## src/rte_pkg.sv

```systemverilog
// constants and types shared by the rf transmit encoder controller
package rte_pkg;
  // register byte offsets
  localparam logic [7:0] OFS_ENC_CFG = 8'h00;
  localparam logic [7:0] OFS_FREQ0 = 8'h04;
  localparam logic [7:0] OFS_FREQ1 = 8'h08;
  localparam logic [7:0] OFS_RF_CTRL = 8'h0c;
  localparam logic [7:0] OFS_TX_LEN = 8'h10;
  localparam logic [7:0] OFS_TX_CMD = 8'h14;
  localparam logic [7:0] OFS_STATUS = 8'h18;
  // field positions
  localparam int CFG_MARK_SPACE = 0;
  localparam int CFG_BIPHASE = 1;
  localparam int CFG_VARIANT = 2;
  localparam int CFG_RATE_LO = 6;
  localparam int CFG_RATE_HI = 7;
  localparam int RFC_FSK = 0;
  localparam int RFC_HIGH_BAND = 7;
  localparam int CMD_START = 0;
  localparam int STAT_BUSY = 0;
  localparam int STAT_ALARM = 1;
  localparam int STAT_SENT_LO = 8;
  // reset values
  localparam logic [7:0] ENC_CFG_RST = 8'h00;
  localparam logic [12:0] FREQ_RST = 13'h0000;
  localparam logic [7:0] RF_CTRL_RST = 8'h00;
  localparam logic [7:0] TX_LEN_RST = 8'h00;
  // synthesizer integer divider per band
  localparam logic [5:0] DIV_LOW_BAND = 6'h1a;
  localparam logic [5:0] DIV_HIGH_BAND = 6'h24;
  // payload window in upper data ram
  localparam logic [7:0] RAM_BASE = 8'h80;
  localparam logic [7:0] MAX_BYTES = 8'h80;
  // clocks per chip for rate codes 00,01,10,11 (2-chip codes: /4,/16,/8,/2; pwm: /6,/24,/12,/3)
  localparam logic [3:0] CHIP_LEN [4] = '{4'h2, 4'h8, 4'h4, 4'h1};

  typedef enum logic [5:0] {
    ST_IDLE = 6'h01,
    ST_WARM = 6'h02,
    ST_FETCH = 6'h04,
    ST_LOAD = 6'h08,
    ST_SEND = 6'h10,
    ST_DONE = 6'h20
  } rte_state_t;

  typedef enum logic [2:0] {
    MODE_MANCHESTER = 3'h0,
    MODE_PWM = 3'h1,
    MODE_MARK_SPACE = 3'h2,
    MODE_BIPHASE0 = 3'h3,
    MODE_BIPHASE1 = 3'h4,
    MODE_DIFF_BIPHASE0 = 3'h5,
    MODE_DIFF_BIPHASE1 = 3'h6
  } rte_mode_t;
endpackage

```

## src/rte_top.sv

```systemverilog
// rf transmit encoder controller: apb registers, ram fetch fsm, line encoder, pll/pa control
// Overview of operation
// (RULE1) bytes from the processor side are encoded and shifted out serially
// (RULE2) config bit1 clear: bit0 set mark space, else bit2 picks manchester or pwm
// (RULE3) config bit1 set: bit0 picks bi-phase or differential bi-phase, bit2 variant
// (RULE4) manchester and mark space rate is clock /4, /16, /8, /2 by bits 7:6
// (RULE5) pwm rate is clock /6, /24, /12, /3 by bits 7:6
// (RULE6) synthesized frequency is reference times divider plus 13-bit fraction over 2^13
// (RULE7) integer divider is 26 on the low band and 36 on the high band
// (RULE8) amplitude keying uses frequency word 0 alone
// (RULE9) frequency keying sends word 0 for zero bits and word 1 for one bits
// (RULE10) software loads frequency words before transmission starts
// (RULE11) pll and pa controls follow the serial encoded stream
// (RULE12) amplitude keying toggles pa enable with the serial data
// (RULE13) frequency keying enables pa after pll lock for the whole transmission
// (RULE14) pll lock loss during transmission mutes the pa
// (RULE15) pll lock loss during transmission raises the lock-loss alarm
// (RULE16) payload is fetched from ram starting at 0x80 without cpu help
// (RULE17) cpu is held halted while the fsm accesses ram
// (RULE18) during transmission the fsm powers pll, crystal oscillator and encoder
// (RULE19) a rate counter makes a one-cycle tick that advances the encoder
// (RULE20) after the programmed byte count the rf path powers down, cpu released
`timescale 1ns/10ps
module rte_top (
  input wire logic pclk,
  input wire logic presetn,
  input wire logic psel,
  input wire logic penable,
  input wire logic pwrite,
  input wire logic [7:0] paddr,
  input wire logic [31:0] pwdata,
  output logic [31:0] prdata,
  output logic pready,
  output logic pslverr,
  output logic ram_rd_en,
  output logic [7:0] ram_addr,
  input wire logic [7:0] ram_rdata,
  output logic cpu_halt,
  output logic xtal_en,
  output logic pll_en,
  output logic encoder_en,
  output logic pa_en,
  output logic fsk_data,
  output logic [12:0] fractional_word,
  output logic [5:0] int_divider,
  output logic high_band_select,
  input wire logic pll_lock,
  output logic lock_alarm
);
  typedef struct packed {
    rte_pkg::rte_state_t st;
    logic [7:0] cfg;
    logic [12:0] fw0;
    logic [12:0] fw1;
    logic [7:0] rfc;
    logic [7:0] len;
    logic [7:0] sent;
    logic [7:0] fetched;
    logic [7:0] shreg;
    logic [7:0] nxt;
    logic rd_en;
    logic rd_pend;
    logic [7:0] raddr;
    logic [2:0] bitn;
    logic [1:0] cidx;
    logic [2:0] pat;
    logic p3;
    logic [3:0] cnt;
    logic out;
    logic mute;
    logic alarm;
    logic [12:0] frac;
    logic [31:0] prdata;
  } rte_regs_t;

  rte_regs_t r_q;
  rte_regs_t r_d;

  // chip pattern of one bit: [3] three chips, [2:0] chips, first in bit 0
  function automatic logic [3:0] chip_pat(input rte_pkg::rte_mode_t m, input logic b,
                                          input logic l);
    logic f;
    f = 1'b0;
    chip_pat = 4'h0;
    unique case (m)
      rte_pkg::MODE_MANCHESTER: chip_pat = {2'b00, ~b, b};
      rte_pkg::MODE_PWM: chip_pat = {2'b10, b, 1'b1};
      rte_pkg::MODE_MARK_SPACE: chip_pat = {1'b0, {3{l ^ b}}};
      rte_pkg::MODE_BIPHASE0: chip_pat = {2'b00, (b ? ~l : l), ~l};
      rte_pkg::MODE_BIPHASE1: chip_pat = {2'b00, (b ? l : ~l), ~l};
      rte_pkg::MODE_DIFF_BIPHASE0: begin
        f = b ? l : ~l;
        chip_pat = {2'b00, ~f, f};
      end
      rte_pkg::MODE_DIFF_BIPHASE1: begin
        f = b ? ~l : l;
        chip_pat = {2'b00, ~f, f};
      end
      default: chip_pat = {2'b00, ~b, b};
    endcase
  endfunction

  rte_pkg::rte_mode_t mode;
  logic busy;
  logic on_air;
  logic fsk;
  logic tick;
  logic last_chip;
  logic nb;
  logic [3:0] cp;
  logic [3:0] cp0;
  logic setup_ph;
  logic wr_acc;
  logic mapped;

  always_comb begin
    if (!r_q.cfg[rte_pkg::CFG_BIPHASE]) begin
      if (r_q.cfg[rte_pkg::CFG_MARK_SPACE]) begin
        mode = rte_pkg::MODE_MARK_SPACE; // see (RULE2)
      end else if (r_q.cfg[rte_pkg::CFG_VARIANT]) begin
        mode = rte_pkg::MODE_PWM; // see (RULE2)
      end else begin
        mode = rte_pkg::MODE_MANCHESTER; // see (RULE2)
      end
    end else if (!r_q.cfg[rte_pkg::CFG_MARK_SPACE]) begin
      mode = r_q.cfg[rte_pkg::CFG_VARIANT] ? rte_pkg::MODE_BIPHASE1
                                            : rte_pkg::MODE_BIPHASE0; // see (RULE3)
    end else begin
      mode = r_q.cfg[rte_pkg::CFG_VARIANT] ? rte_pkg::MODE_DIFF_BIPHASE1
                                            : rte_pkg::MODE_DIFF_BIPHASE0; // see (RULE3)
    end
  end

  assign busy = (r_q.st != rte_pkg::ST_IDLE);
  assign on_air = (r_q.st == rte_pkg::ST_FETCH) || (r_q.st == rte_pkg::ST_LOAD)
                  || (r_q.st == rte_pkg::ST_SEND);
  assign fsk = r_q.rfc[rte_pkg::RFC_FSK];
  // chips last 2,8,4,1 clocks: two chips per bit gives /4../2, three gives /6../3
  assign tick = (r_q.cnt == rte_pkg::CHIP_LEN[r_q.cfg[rte_pkg::CFG_RATE_HI:rte_pkg::CFG_RATE_LO]]
                 - 4'h1); // see (RULE19) (RULE4) (RULE5)
  assign last_chip = (r_q.cidx == (r_q.p3 ? 2'd2 : 2'd1));
  assign nb = (r_q.bitn != 3'd7) ? r_q.shreg[6] : r_q.nxt[7];
  assign cp = chip_pat(mode, nb, r_q.out);
  assign cp0 = chip_pat(mode, ram_rdata[7], 1'b0);
  assign setup_ph = psel && !penable;
  assign wr_acc = psel && penable && pwrite;

  always_comb begin
    unique case (paddr)
      rte_pkg::OFS_ENC_CFG, rte_pkg::OFS_FREQ0, rte_pkg::OFS_FREQ1, rte_pkg::OFS_RF_CTRL,
      rte_pkg::OFS_TX_LEN, rte_pkg::OFS_TX_CMD, rte_pkg::OFS_STATUS: mapped = 1'b1;
      default: mapped = 1'b0;
    endcase
  end

  always_comb begin
    r_d = r_q;
    r_d.rd_en = 1'b0;
    r_d.rd_pend = r_q.rd_en;
    // register writes; setup is frozen while a frame runs
    if (wr_acc && !busy) begin
      unique case (paddr)
        rte_pkg::OFS_ENC_CFG: r_d.cfg = pwdata[7:0];
        rte_pkg::OFS_FREQ0: r_d.fw0 = pwdata[12:0]; // see (RULE10)
        rte_pkg::OFS_FREQ1: r_d.fw1 = pwdata[12:0]; // see (RULE10)
        rte_pkg::OFS_RF_CTRL: r_d.rfc = pwdata[7:0];
        rte_pkg::OFS_TX_LEN: r_d.len = (pwdata[7:0] > rte_pkg::MAX_BYTES) ? rte_pkg::MAX_BYTES
                                                                         : pwdata[7:0];
        rte_pkg::OFS_TX_CMD: begin
          if (pwdata[rte_pkg::CMD_START] && r_q.len != 8'h00) begin
            r_d.st = rte_pkg::ST_WARM; // see (RULE18)
            r_d.mute = 1'b0;
            r_d.sent = 8'h00;
            r_d.fetched = 8'h00;
          end
        end
        default: r_d.st = r_q.st;
      endcase
    end
    unique case (r_q.st)
      rte_pkg::ST_IDLE: r_d.out = 1'b0;
      rte_pkg::ST_WARM: begin
        if (pll_lock) begin
          r_d.st = rte_pkg::ST_FETCH; // see (RULE13)
        end
      end
      rte_pkg::ST_FETCH: begin
        r_d.rd_en = 1'b1; // see (RULE16)
        r_d.raddr = rte_pkg::RAM_BASE;
        r_d.fetched = 8'h01;
        r_d.st = rte_pkg::ST_LOAD;
      end
      rte_pkg::ST_LOAD: begin
        if (r_q.rd_pend) begin
          r_d.shreg = ram_rdata; // see (RULE1)
          r_d.bitn = 3'd0;
          r_d.cidx = 2'd0;
          r_d.pat = cp0[2:0];
          r_d.p3 = cp0[3];
          r_d.out = cp0[0];
          r_d.cnt = 4'h0;
          r_d.st = rte_pkg::ST_SEND;
          if (r_q.len > 8'h01) begin
            r_d.rd_en = 1'b1; // see (RULE16)
            r_d.raddr = rte_pkg::RAM_BASE + {1'b0, r_q.fetched[6:0]};
            r_d.fetched = r_q.fetched + 8'h01;
          end
        end
      end
      rte_pkg::ST_SEND: begin
        if (r_q.rd_pend) begin
          r_d.nxt = ram_rdata;
        end
        r_d.cnt = tick ? 4'h0 : r_q.cnt + 4'h1;
        if (tick) begin
          if (!last_chip) begin
            r_d.cidx = r_q.cidx + 2'd1; // see (RULE19)
            r_d.out = r_q.pat[r_q.cidx + 2'd1];
          end else if (r_q.bitn != 3'd7 || r_q.sent + 8'h01 < r_q.len) begin
            r_d.cidx = 2'd0;
            r_d.pat = cp[2:0]; // see (RULE1)
            r_d.p3 = cp[3];
            r_d.out = cp[0];
            r_d.bitn = r_q.bitn + 3'd1;
            if (r_q.bitn != 3'd7) begin
              r_d.shreg = {r_q.shreg[6:0], 1'b0};
            end else begin
              r_d.shreg = r_q.nxt;
              r_d.sent = r_q.sent + 8'h01;
              if (r_q.fetched < r_q.len) begin
                r_d.rd_en = 1'b1; // see (RULE16)
                r_d.raddr = rte_pkg::RAM_BASE + {1'b0, r_q.fetched[6:0]};
                r_d.fetched = r_q.fetched + 8'h01;
              end
            end
          end else begin
            r_d.sent = r_q.sent + 8'h01;
            r_d.out = 1'b0;
            r_d.st = rte_pkg::ST_DONE; // see (RULE20)
          end
        end
      end
      rte_pkg::ST_DONE: r_d.st = rte_pkg::ST_IDLE; // see (RULE20)
      default: r_d.st = rte_pkg::ST_IDLE;
    endcase
    // lock loss on air: mute pa, raise sticky alarm; a new loss beats a clear
    if (wr_acc && paddr == rte_pkg::OFS_STATUS && pwdata[rte_pkg::STAT_ALARM]) begin
      r_d.alarm = 1'b0;
    end
    if (on_air && !pll_lock) begin
      r_d.mute = 1'b1; // see (RULE14)
      r_d.alarm = 1'b1; // see (RULE15)
    end
    // frequency word follows the serial data in fsk, word 0 otherwise
    r_d.frac = (fsk && r_d.st == rte_pkg::ST_SEND && r_d.out) ? r_q.fw1
                                                               : r_q.fw0; // see (RULE8) (RULE9)
    if (setup_ph) begin
      r_d.prdata = 32'h0000_0000;
      unique case (paddr)
        rte_pkg::OFS_ENC_CFG: r_d.prdata[7:0] = r_q.cfg;
        rte_pkg::OFS_FREQ0: r_d.prdata[12:0] = r_q.fw0;
        rte_pkg::OFS_FREQ1: r_d.prdata[12:0] = r_q.fw1;
        rte_pkg::OFS_RF_CTRL: r_d.prdata[7:0] = r_q.rfc;
        rte_pkg::OFS_TX_LEN: r_d.prdata[7:0] = r_q.len;
        rte_pkg::OFS_STATUS: begin
          r_d.prdata[rte_pkg::STAT_BUSY] = busy;
          r_d.prdata[rte_pkg::STAT_ALARM] = r_q.alarm;
          r_d.prdata[rte_pkg::STAT_SENT_LO +: 8] = r_q.sent;
        end
        default: r_d.prdata = 32'h0000_0000;
      endcase
    end
  end

  always_ff @(posedge pclk or negedge presetn) begin
    if (!presetn) begin
      r_q <= '{st: rte_pkg::ST_IDLE, cfg: rte_pkg::ENC_CFG_RST, fw0: rte_pkg::FREQ_RST,
               fw1: rte_pkg::FREQ_RST, rfc: rte_pkg::RF_CTRL_RST, len: rte_pkg::TX_LEN_RST,
               frac: rte_pkg::FREQ_RST, default: '0};
    end else begin
      r_q <= r_d;
    end
  end

  assign prdata = r_q.prdata;
  assign pready = 1'b1;
  assign pslverr = psel && penable && !mapped;
  assign ram_rd_en = r_q.rd_en;
  assign ram_addr = r_q.raddr;
  assign cpu_halt = busy; // see (RULE17)
  assign xtal_en = busy && (r_q.st != rte_pkg::ST_DONE); // see (RULE18)
  assign pll_en = xtal_en; // see (RULE18) (RULE11)
  assign encoder_en = on_air; // see (RULE18)
  // ask keys the pa with the chips; fsk holds it on for the frame (RULE12 RULE13 RULE14)
  assign pa_en = !r_q.mute && (fsk ? on_air
                                   : (r_q.st == rte_pkg::ST_SEND && r_q.out)); // see (RULE12) (RULE13) (RULE11)
  assign fsk_data = r_q.out; // see (RULE11)
  assign fractional_word = r_q.frac; // see (RULE6)
  assign high_band_select = r_q.rfc[rte_pkg::RFC_HIGH_BAND];
  assign int_divider = high_band_select ? rte_pkg::DIV_HIGH_BAND
                                        : rte_pkg::DIV_LOW_BAND; // see (RULE7)
  assign lock_alarm = r_q.alarm; // see (RULE15)
endmodule

```

## config.mk

```make
export PLATFORM = sky130hd
export DESIGN_NAME = rte_top
export DESIGN_NICKNAME = d
export VERILOG_FILES = /design/src/rte_pkg.sv /design/src/rte_top.sv
export SDC_FILE = /design/constraint.sdc
export NUM_CORES = 1
export LEC_CHECK = 0
export ABC_AREA = 1
export BUFFER_PORTS_ARGS = -buffer_cell sky130_fd_sc_hd__buf_2
export CAP_MARGIN = 10
export CORE_ASPECT_RATIO = 1.75
export CORE_MARGIN = 10
export CORE_UTILIZATION = 52
export DETAILED_ROUTE_END_ITERATION = 12
export PLACE_DENSITY_LB_ADDON = 0.25
export SETUP_SLACK_MARGIN = 0.1
export SLEW_MARGIN = 15
export SYNTH_ARGS = -nofsm -noshare
export SYNTH_HDL_FRONTEND = slang
export SYNTH_SLANG_ARGS = --single-unit
```

## constraint.sdc

```tcl
create_clock -name pclk -period 2.7 [get_ports pclk]
set_input_delay 0.54 -clock pclk [delete_from_list [all_inputs] [get_ports pclk]]
set_output_delay 0.54 -clock pclk [all_outputs]
set_load 0.01 [all_outputs]
```

==> metrics, run 1 <==
Initial Util 0.533; Clk pin slew, worst setup/hold paths 0.07 ns; critical path data arrival time 2.97 ns; Internal 3.73 mW; worst slack at placement -0.0923 ns; final period utilization 0.980; I/O Pins 124; CTS Sinks 142; H-Tree Depth 4; skew final 0.0133 ns; Die Span Y 184 um; Synth-to-Final Area Change 18.6%; max_cap viols 0; layout cells sized above 1 0.236; Commonest cells post-synth nand2_1 (228), dfrtp_1 (141), inv_1 (108); I/O Buffers 86; crit-path most repeated cell nand2_1; top cells by area, synth dfrtp_1 (44%), nand2_1 (11%), buf_4 (5.8%); max-slew violation count 0; #FFs+latches synth 142; critical path endpoint category flop; n_diodes 0; Flop pwr share 0.435; Setup CP Type flop to flop; global route overflow 0; CORE AREA 15000 um^2; min-delay worst type input pin to async pin; Seq/Total Area, Yosys 0.445; Max VDD drop 0.373 mV; Crit path depth 16; mean routed wirelength per cell 16.7 um; Antenna Nets Post-Route 0; Synth area leader dfrtp_1; Worst Setup SP r_q[95]; Netlist cell types 51; Die Wd 114 um; final hold vios 0; WP buf/inv 1; status complete, no violations; worst rel slew slack 0.619; power share of the clock group 0.481; Yosys top cell area share 0.442; synth warn 0; logic gate share of total power 0.085; worst skew pair latency 0.43 ns; FMAX 378 MHz; NetSw 1.36 mW; vias per cell 5.47; Core Rows 59; Root Driver clkbuf_16; slowest CP cell dfrtp_1; CP startpoint kind flop; most common cell in the synthesized netlist nand2_1; maximum root-to-sink buffer count 2; CTS tree built; Synth Flop Type dfrtp_1; crit-path max cell delay 0.39 ns; largest net degree at the start of global routing 60; Sw Share 0.267; leakage 4.96 nW; reg2reg start r_q[95]; final WL 21500 um; post-layout min period 2.65 ns; Final HPWL DP 15600 um; CP Max Fanout 13; Cell Area, Synth 7990 um^2; die area 20900 um^2; Iteration-0 DRC Markers 489; cell depth of the worst flop-to-flop path 16; top cell family by delay on the critical path simple AND/OR/NAND/NOR gates; CP required 3.03 ns; Worst-Margin Slew 0.570 ns; Setup-failing EPs final 0; TritonRoute pass-1 iters 5; drt drc 0; first-pass GRT wire length 34900 um; Total GRT Usage 0.206; antenna violations before repair 0; Core Util, Final 0.632; GP Congestion 0.883; Via Count 7024; setup repair after global routing missed its margin true; ordered cell list for the critical path ha_2 -> nand3_2 -> nor2_2 -> nand2_1 -> xor2_1 -> inv_1 -> ha_1 -> nand2_1 -> o21a_1 -> nand2_2 -> nand2_4 -> o21ai_4 -> a21oi_4 -> nand2_8 -> nand2_1 -> nand2_1; vias in the first global route 7095; Post-synth EDFFs 0; P per Cell Area 537 nW/um^2; Final WS setup 0.0535 ns; Post-Synthesis Cells 993; Mean Syn Cell Area 8.04 um^2; asr flop ratio synth 1.00; Post-layout nets 1167; CTS buffer count 17
[sequential cells by signal (all words and copies together), names as in the netlist]
| register | cells |
|---|---|
| r_q | 100 |
| prdata | 16 |
| fractional_word | 13 |
| ram_addr | 8 |
| fsk | 1 |
| fsk_data | 1 |
| high_band_select | 1 |
| lock_alarm | 1 |
| ram_rd_en | 1 |
[cells in the final DEF, fill, tap and decap left out, types with 3 or more instances in the layout]
| cell type | netlist | routed |
|---|---|---|
| nand3_1 | 67 | 56 |
| clkbuf_16 | 0 | 17 |
| nor2_1 | 60 | 49 |
| buf_6 | 2 | 9 |
| o211ai_1 | 3 | 3 |
| xor2_2 | 0 | 3 |
| inv_1 | 108 | 102 |
| buf_2 | 5 | 85 |
| nand3b_1 | 5 | 5 |
| ha_1 | 24 | 21 |
| o221ai_1 | 3 | 3 |
| conb_1 | 2 | 18 |
| dfrtp_1 | 141 | 141 |
| o21ai_0 | 85 | 81 |
| inv_6 | 0 | 4 |
| a31oi_1 | 9 | 9 |
| inv_2 | 10 | 15 |
| xnor2_1 | 3 | 3 |
| nor2_4 | 1 | 4 |
| inv_8 | 0 | 3 |
| nand4_1 | 15 | 15 |
| xor2_1 | 14 | 11 |
| clkinvlp_4 | 0 | 3 |
| nand2_2 | 11 | 15 |
| nand2_1 | 228 | 222 |
| nand3_2 | 3 | 14 |
| o31ai_1 | 7 | 6 |
| a221oi_1 | 10 | 10 |
| o22ai_1 | 18 | 18 |
| a21oi_1 | 40 | 39 |
| nor2_2 | 5 | 13 |
| nor3_1 | 12 | 10 |
| buf_4 | 62 | 45 |
| o21ai_1 | 5 | 9 |
[through the flow]
step           std cells  total power [mW]  TNS (ns)  hold slack (ns)  area, um^2
3_3_place_gp        1239              2.65   -0.0785            0.362        8500
4_1_cts             1278              5.09         0            0.108        9330
6_report            1285              5.09         0           0.0772        9470
5_1_grt             1285              5.25     -3.47            0.122        9470
3_5_place_dp        1239              2.66    -0.547            0.389        8500
2_1_floorplan       1009              2.50         0            0.244        8050
[logic make-up after synthesis]
family          after synthesis  synth area share
fa+ha+maj                    24            0.0376
buf+inv                     200             0.126
flops                       142             0.445
simple gates                416             0.232
other cells                   2          0.000940
xor+xnor                     17            0.0186
compound gates              191             0.139
mux                           1           0.00141
[worst paths after layout]
kind | endpoint | slack, ns
worst min register to register | r_q[69] | 0.40
min in group pclk | r_q[129] | 0.37
worst max-delay path | fractional_word[7] | 0.05
worst min-delay path | ram_addr[6] | 0.08
worst max register to register | fractional_word[7] | 0.05
max in group asynchronous | r_q[153] | 1.94
[per-layer routing]
metal	global-route usage	routed length, um	up-vias
met5	0	0	-
met3	0.0389	1150	44
met4	0.0775	638	0
li1	-	-	3400
met2	0.373	11300	278
met1	0.229	8430	3302
[power groups by stage]
| stage | Clock, mW | Sequential (mW) | Combinational, mW |
|---|---|---|---|
| finish | 2.45 | 2.21 | 0.431 |
| global route | 2.55 | 2.21 | 0.485 |
| CTS | 2.45 | 2.21 | 0.422 |
| detailed placement | 0 | 2.25 | 0.410 |
| global placement | 0 | 2.25 | 0.401 |
| floorplan | 0 | 2.24 | 0.259 |
[area by class of cell]
class	instances	area [um^2]
Inverter	119	449
Fill cell	1331	5510
Timing Repair Buffer	142	920
Multi-Input combinational cell	667	3710
Clock inverter	14	176
Clock buffer	18	429
Sequential cell	142	3550
Tap cell	183	229
[what timing repair did]
action,CTS,global route
endpoints found under the hold margin,0,0
setup buffers,6,7
endpoints found under the setup margin,48,50
hold buffers,0,0
gates resized for setup,37,31
pin swaps,18,9
cloned,1,0
No activity file was read; power rests on OpenSTA's default activity.
==> run 2: changes to the inputs <==
--- a/config.mk
+++ b/config.mk
@@ -12,6 +12,7 @@
 export CORE_MARGIN = 10
 export CORE_UTILIZATION = 52
 export DETAILED_ROUTE_END_ITERATION = 12
+export GPL_TIMING_DRIVEN = 0
 export PLACE_DENSITY_LB_ADDON = 0.25
 export SETUP_SLACK_MARGIN = 0.1
 export SLEW_MARGIN = 15
==> metrics, run 2 (synthesis results as in run 1) <==
status finished, violations left (was complete, no violations); failing checks hold timing, setup timing; CTS tree built (unchanged); critical path data arrival time 3.23 ns (was 2.97 ns); mean routed wirelength per cell 17.9 um (was 16.7 um); global route overflow 0 (unchanged); Core Util, Final 0.690 (was 0.632); Root Driver clkbuf_16 (unchanged); critical path endpoint category flop (unchanged); n_diodes 0 (unchanged); P per Cell Area 482 nW/um^2 (was 537 nW/um^2); Die Wd 114 um (unchanged); Initial Util 0.533 (unchanged); maximum root-to-sink buffer count 2 (unchanged); Seq. cell area 3560 um^2 (was 3550 um^2); Setup-failing EPs final 43 (was 0); multi-input logic area 4010 um^2 (was 3710 um^2); skew final 0.0126 ns (was 0.0133 ns); CTS Sinks 142 (unchanged); layout cells sized above 1 0.312 (was 0.236); Clk pin slew, worst setup/hold paths 0.07 ns (about the same); max reg flops 100 (unchanged); worst rel slew slack 0.421 (was 0.619); Total GRT Usage 0.219 (was 0.206); CORE AREA 15000 um^2 (unchanged); I/O Pins 124 (unchanged); most common cell after layout, fill and taps aside nand2_1 (unchanged); worst skew pair latency 0.44 ns (was 0.43 ns); Worst-Margin Slew 0.865 ns (was 0.570 ns); Post-layout nets 1243 (was 1167); reg2reg start r_q[95] (unchanged); vias per cell 5.61 (was 5.47); setup TNS -4.03 ns (was 0 ns); Iteration-0 DRC Markers 478 (was 489); Final HPWL DP 16300 um (was 15600 um); first-pass GRT wire length 36900 um (was 34900 um); Fin Hold WS -0.00271 ns (was 0.0772 ns); max-slew violation count 0 (unchanged); Top reg by flops r_q (unchanged); final total power 4.98 mW (was 5.09 mW); max_cap viols 0 (unchanged); FMAX 345 MHz (was 378 MHz); r2r setup slk -0.19 ns (was 0.05 ns); Die Span Y 184 um (unchanged); CTS buffer count 17 (unchanged); final WL 24400 um (was 21500 um); worst slack at placement -0.577 ns (was -0.0923 ns); antenna violations before repair 0 (unchanged); fillcell total 1176 (was 1331); cell depth of the worst flop-to-flop path 18 (was 16); GP Congestion 0.913 (was 0.883); Core Rows 59 (unchanged); min-delay worst type input pin to async pin (unchanged); leakage 5.43 nW (was 4.96 nW); CP startpoint kind flop (unchanged); final period utilization 1.07 (was 0.980); TritonRoute pass-1 iters 8 (was 5); Antenna Nets Post-Route 0 (unchanged); I/O Buffers 86 (unchanged); vias in the first global route 7560 (was 7095); H-Tree Depth 4 (unchanged); most frequent cells in the layout nand2_1 (197), dfrtp_1 (140), inv_1 (106) (was nand2_1 (222), dfrtp_1 (141), inv_1 (102)); post-layout min period 2.89 ns (was 2.65 ns); largest net degree at the start of global routing 96 (was 60); Max VDD drop 0.367 mV (was 0.373 mV); Via Count 7638 (was 7024); CP required 3.04 ns (was 3.03 ns); Setup CP Type flop to flop (unchanged); Synth-to-Final Area Change 29.5% (was 18.6%); die area 20900 um^2 (unchanged); setup repair after global routing missed its margin true (unchanged); CP Max Fanout 5 (was 13); Worst R2R End fractional_word[8] (was fractional_word[7]); final hold vios 1 (was 0); Final WS setup -0.195 ns (was 0.0535 ns); drt drc 0 (unchanged)
run 2: critical path, cell delays in order, from the launching register on:
cell and delay (ns):
dfrtp_1 0.39, inv_2 0.07, nor3_4 0.18, nand3_2 0.10, nor2_1 0.10, nand2_1 0.06
xor2_1 0.22, inv_1 0.12, ha_4 0.31, nand2_4 0.06, o21a_4 0.24, nand2_4 0.09
nand2_4 0.09, o21ai_4 0.20, a21oi_4 0.10, buf_6 0.15, clkbuf_16 0.16, nand3_4 0.08
nand2_2 0.05
run 2: final cells by class:
class                      instances  area share
multi-input combinational        669       0.388
sequential                       142       0.344
buffer                            81      0.0566
inverter                         119      0.0444
timing repair buffer             135      0.0898
clock buffer                      17      0.0411
tap                              183      0.0221
clock inverter                    15      0.0139
run 2: per-stage QoR:
step | hold slack (ns) | instances | cell area, um^2
6_report | -0.00271 | 1361 | 10300
5_1_grt | 0.0237 | 1361 | 10300
4_1_cts | 0.0212 | 1346 | 9860
3_5_place_dp | 0.368 | 1279 | 8750
3_3_place_gp | 0.368 | 1278 | 8710
2_1_floorplan | 0.244 | 1009 | 8050
run 2: how the worst max path moves through the flow:
stage	from	to	slack [ns]	cells after the start
final	r_q[95]	fractional_word[8]	-0.19	18
after global routing	r_q[95]	fractional_word[5]	-0.28	19
after CTS	r_q[95]	fractional_word[0]	-0.11	20
after detailed placement	r_q[97]	ram_addr[6]	-0.58	16
after global placement	presetn	fractional_word[11]	-0.94	1
after floorplan	r_q[97]	r_q[55]	0.1	17
run 2: per-layer routing:
layer  routed length, um  up-vias  track usage
li1                    -     3559            -
met1                8710     3623        0.229
met2               12800      352        0.388
met3                1480      104       0.0425
met4                1450        0        0.142
met5                   0        -            0
run 2: report_power, final:
group          switching, mW  leakage (nW)  total [mW]  internal [mW]
clock                   1.07         0.280        2.29           1.22
sequential            0.0400          1.78        2.22           2.18
combinational          0.285          3.37       0.477          0.193
total                   1.39          5.43        4.98           3.59
run 2: what timing repair did:
action	in CTS	in global routing
gates cloned	1	3
endpoints found under the hold margin	0	0
resized for setup	67	75
endpoints found under the setup margin	50	59
hold buffers	0	0
pin swaps	33	47
setup buffers	34	13
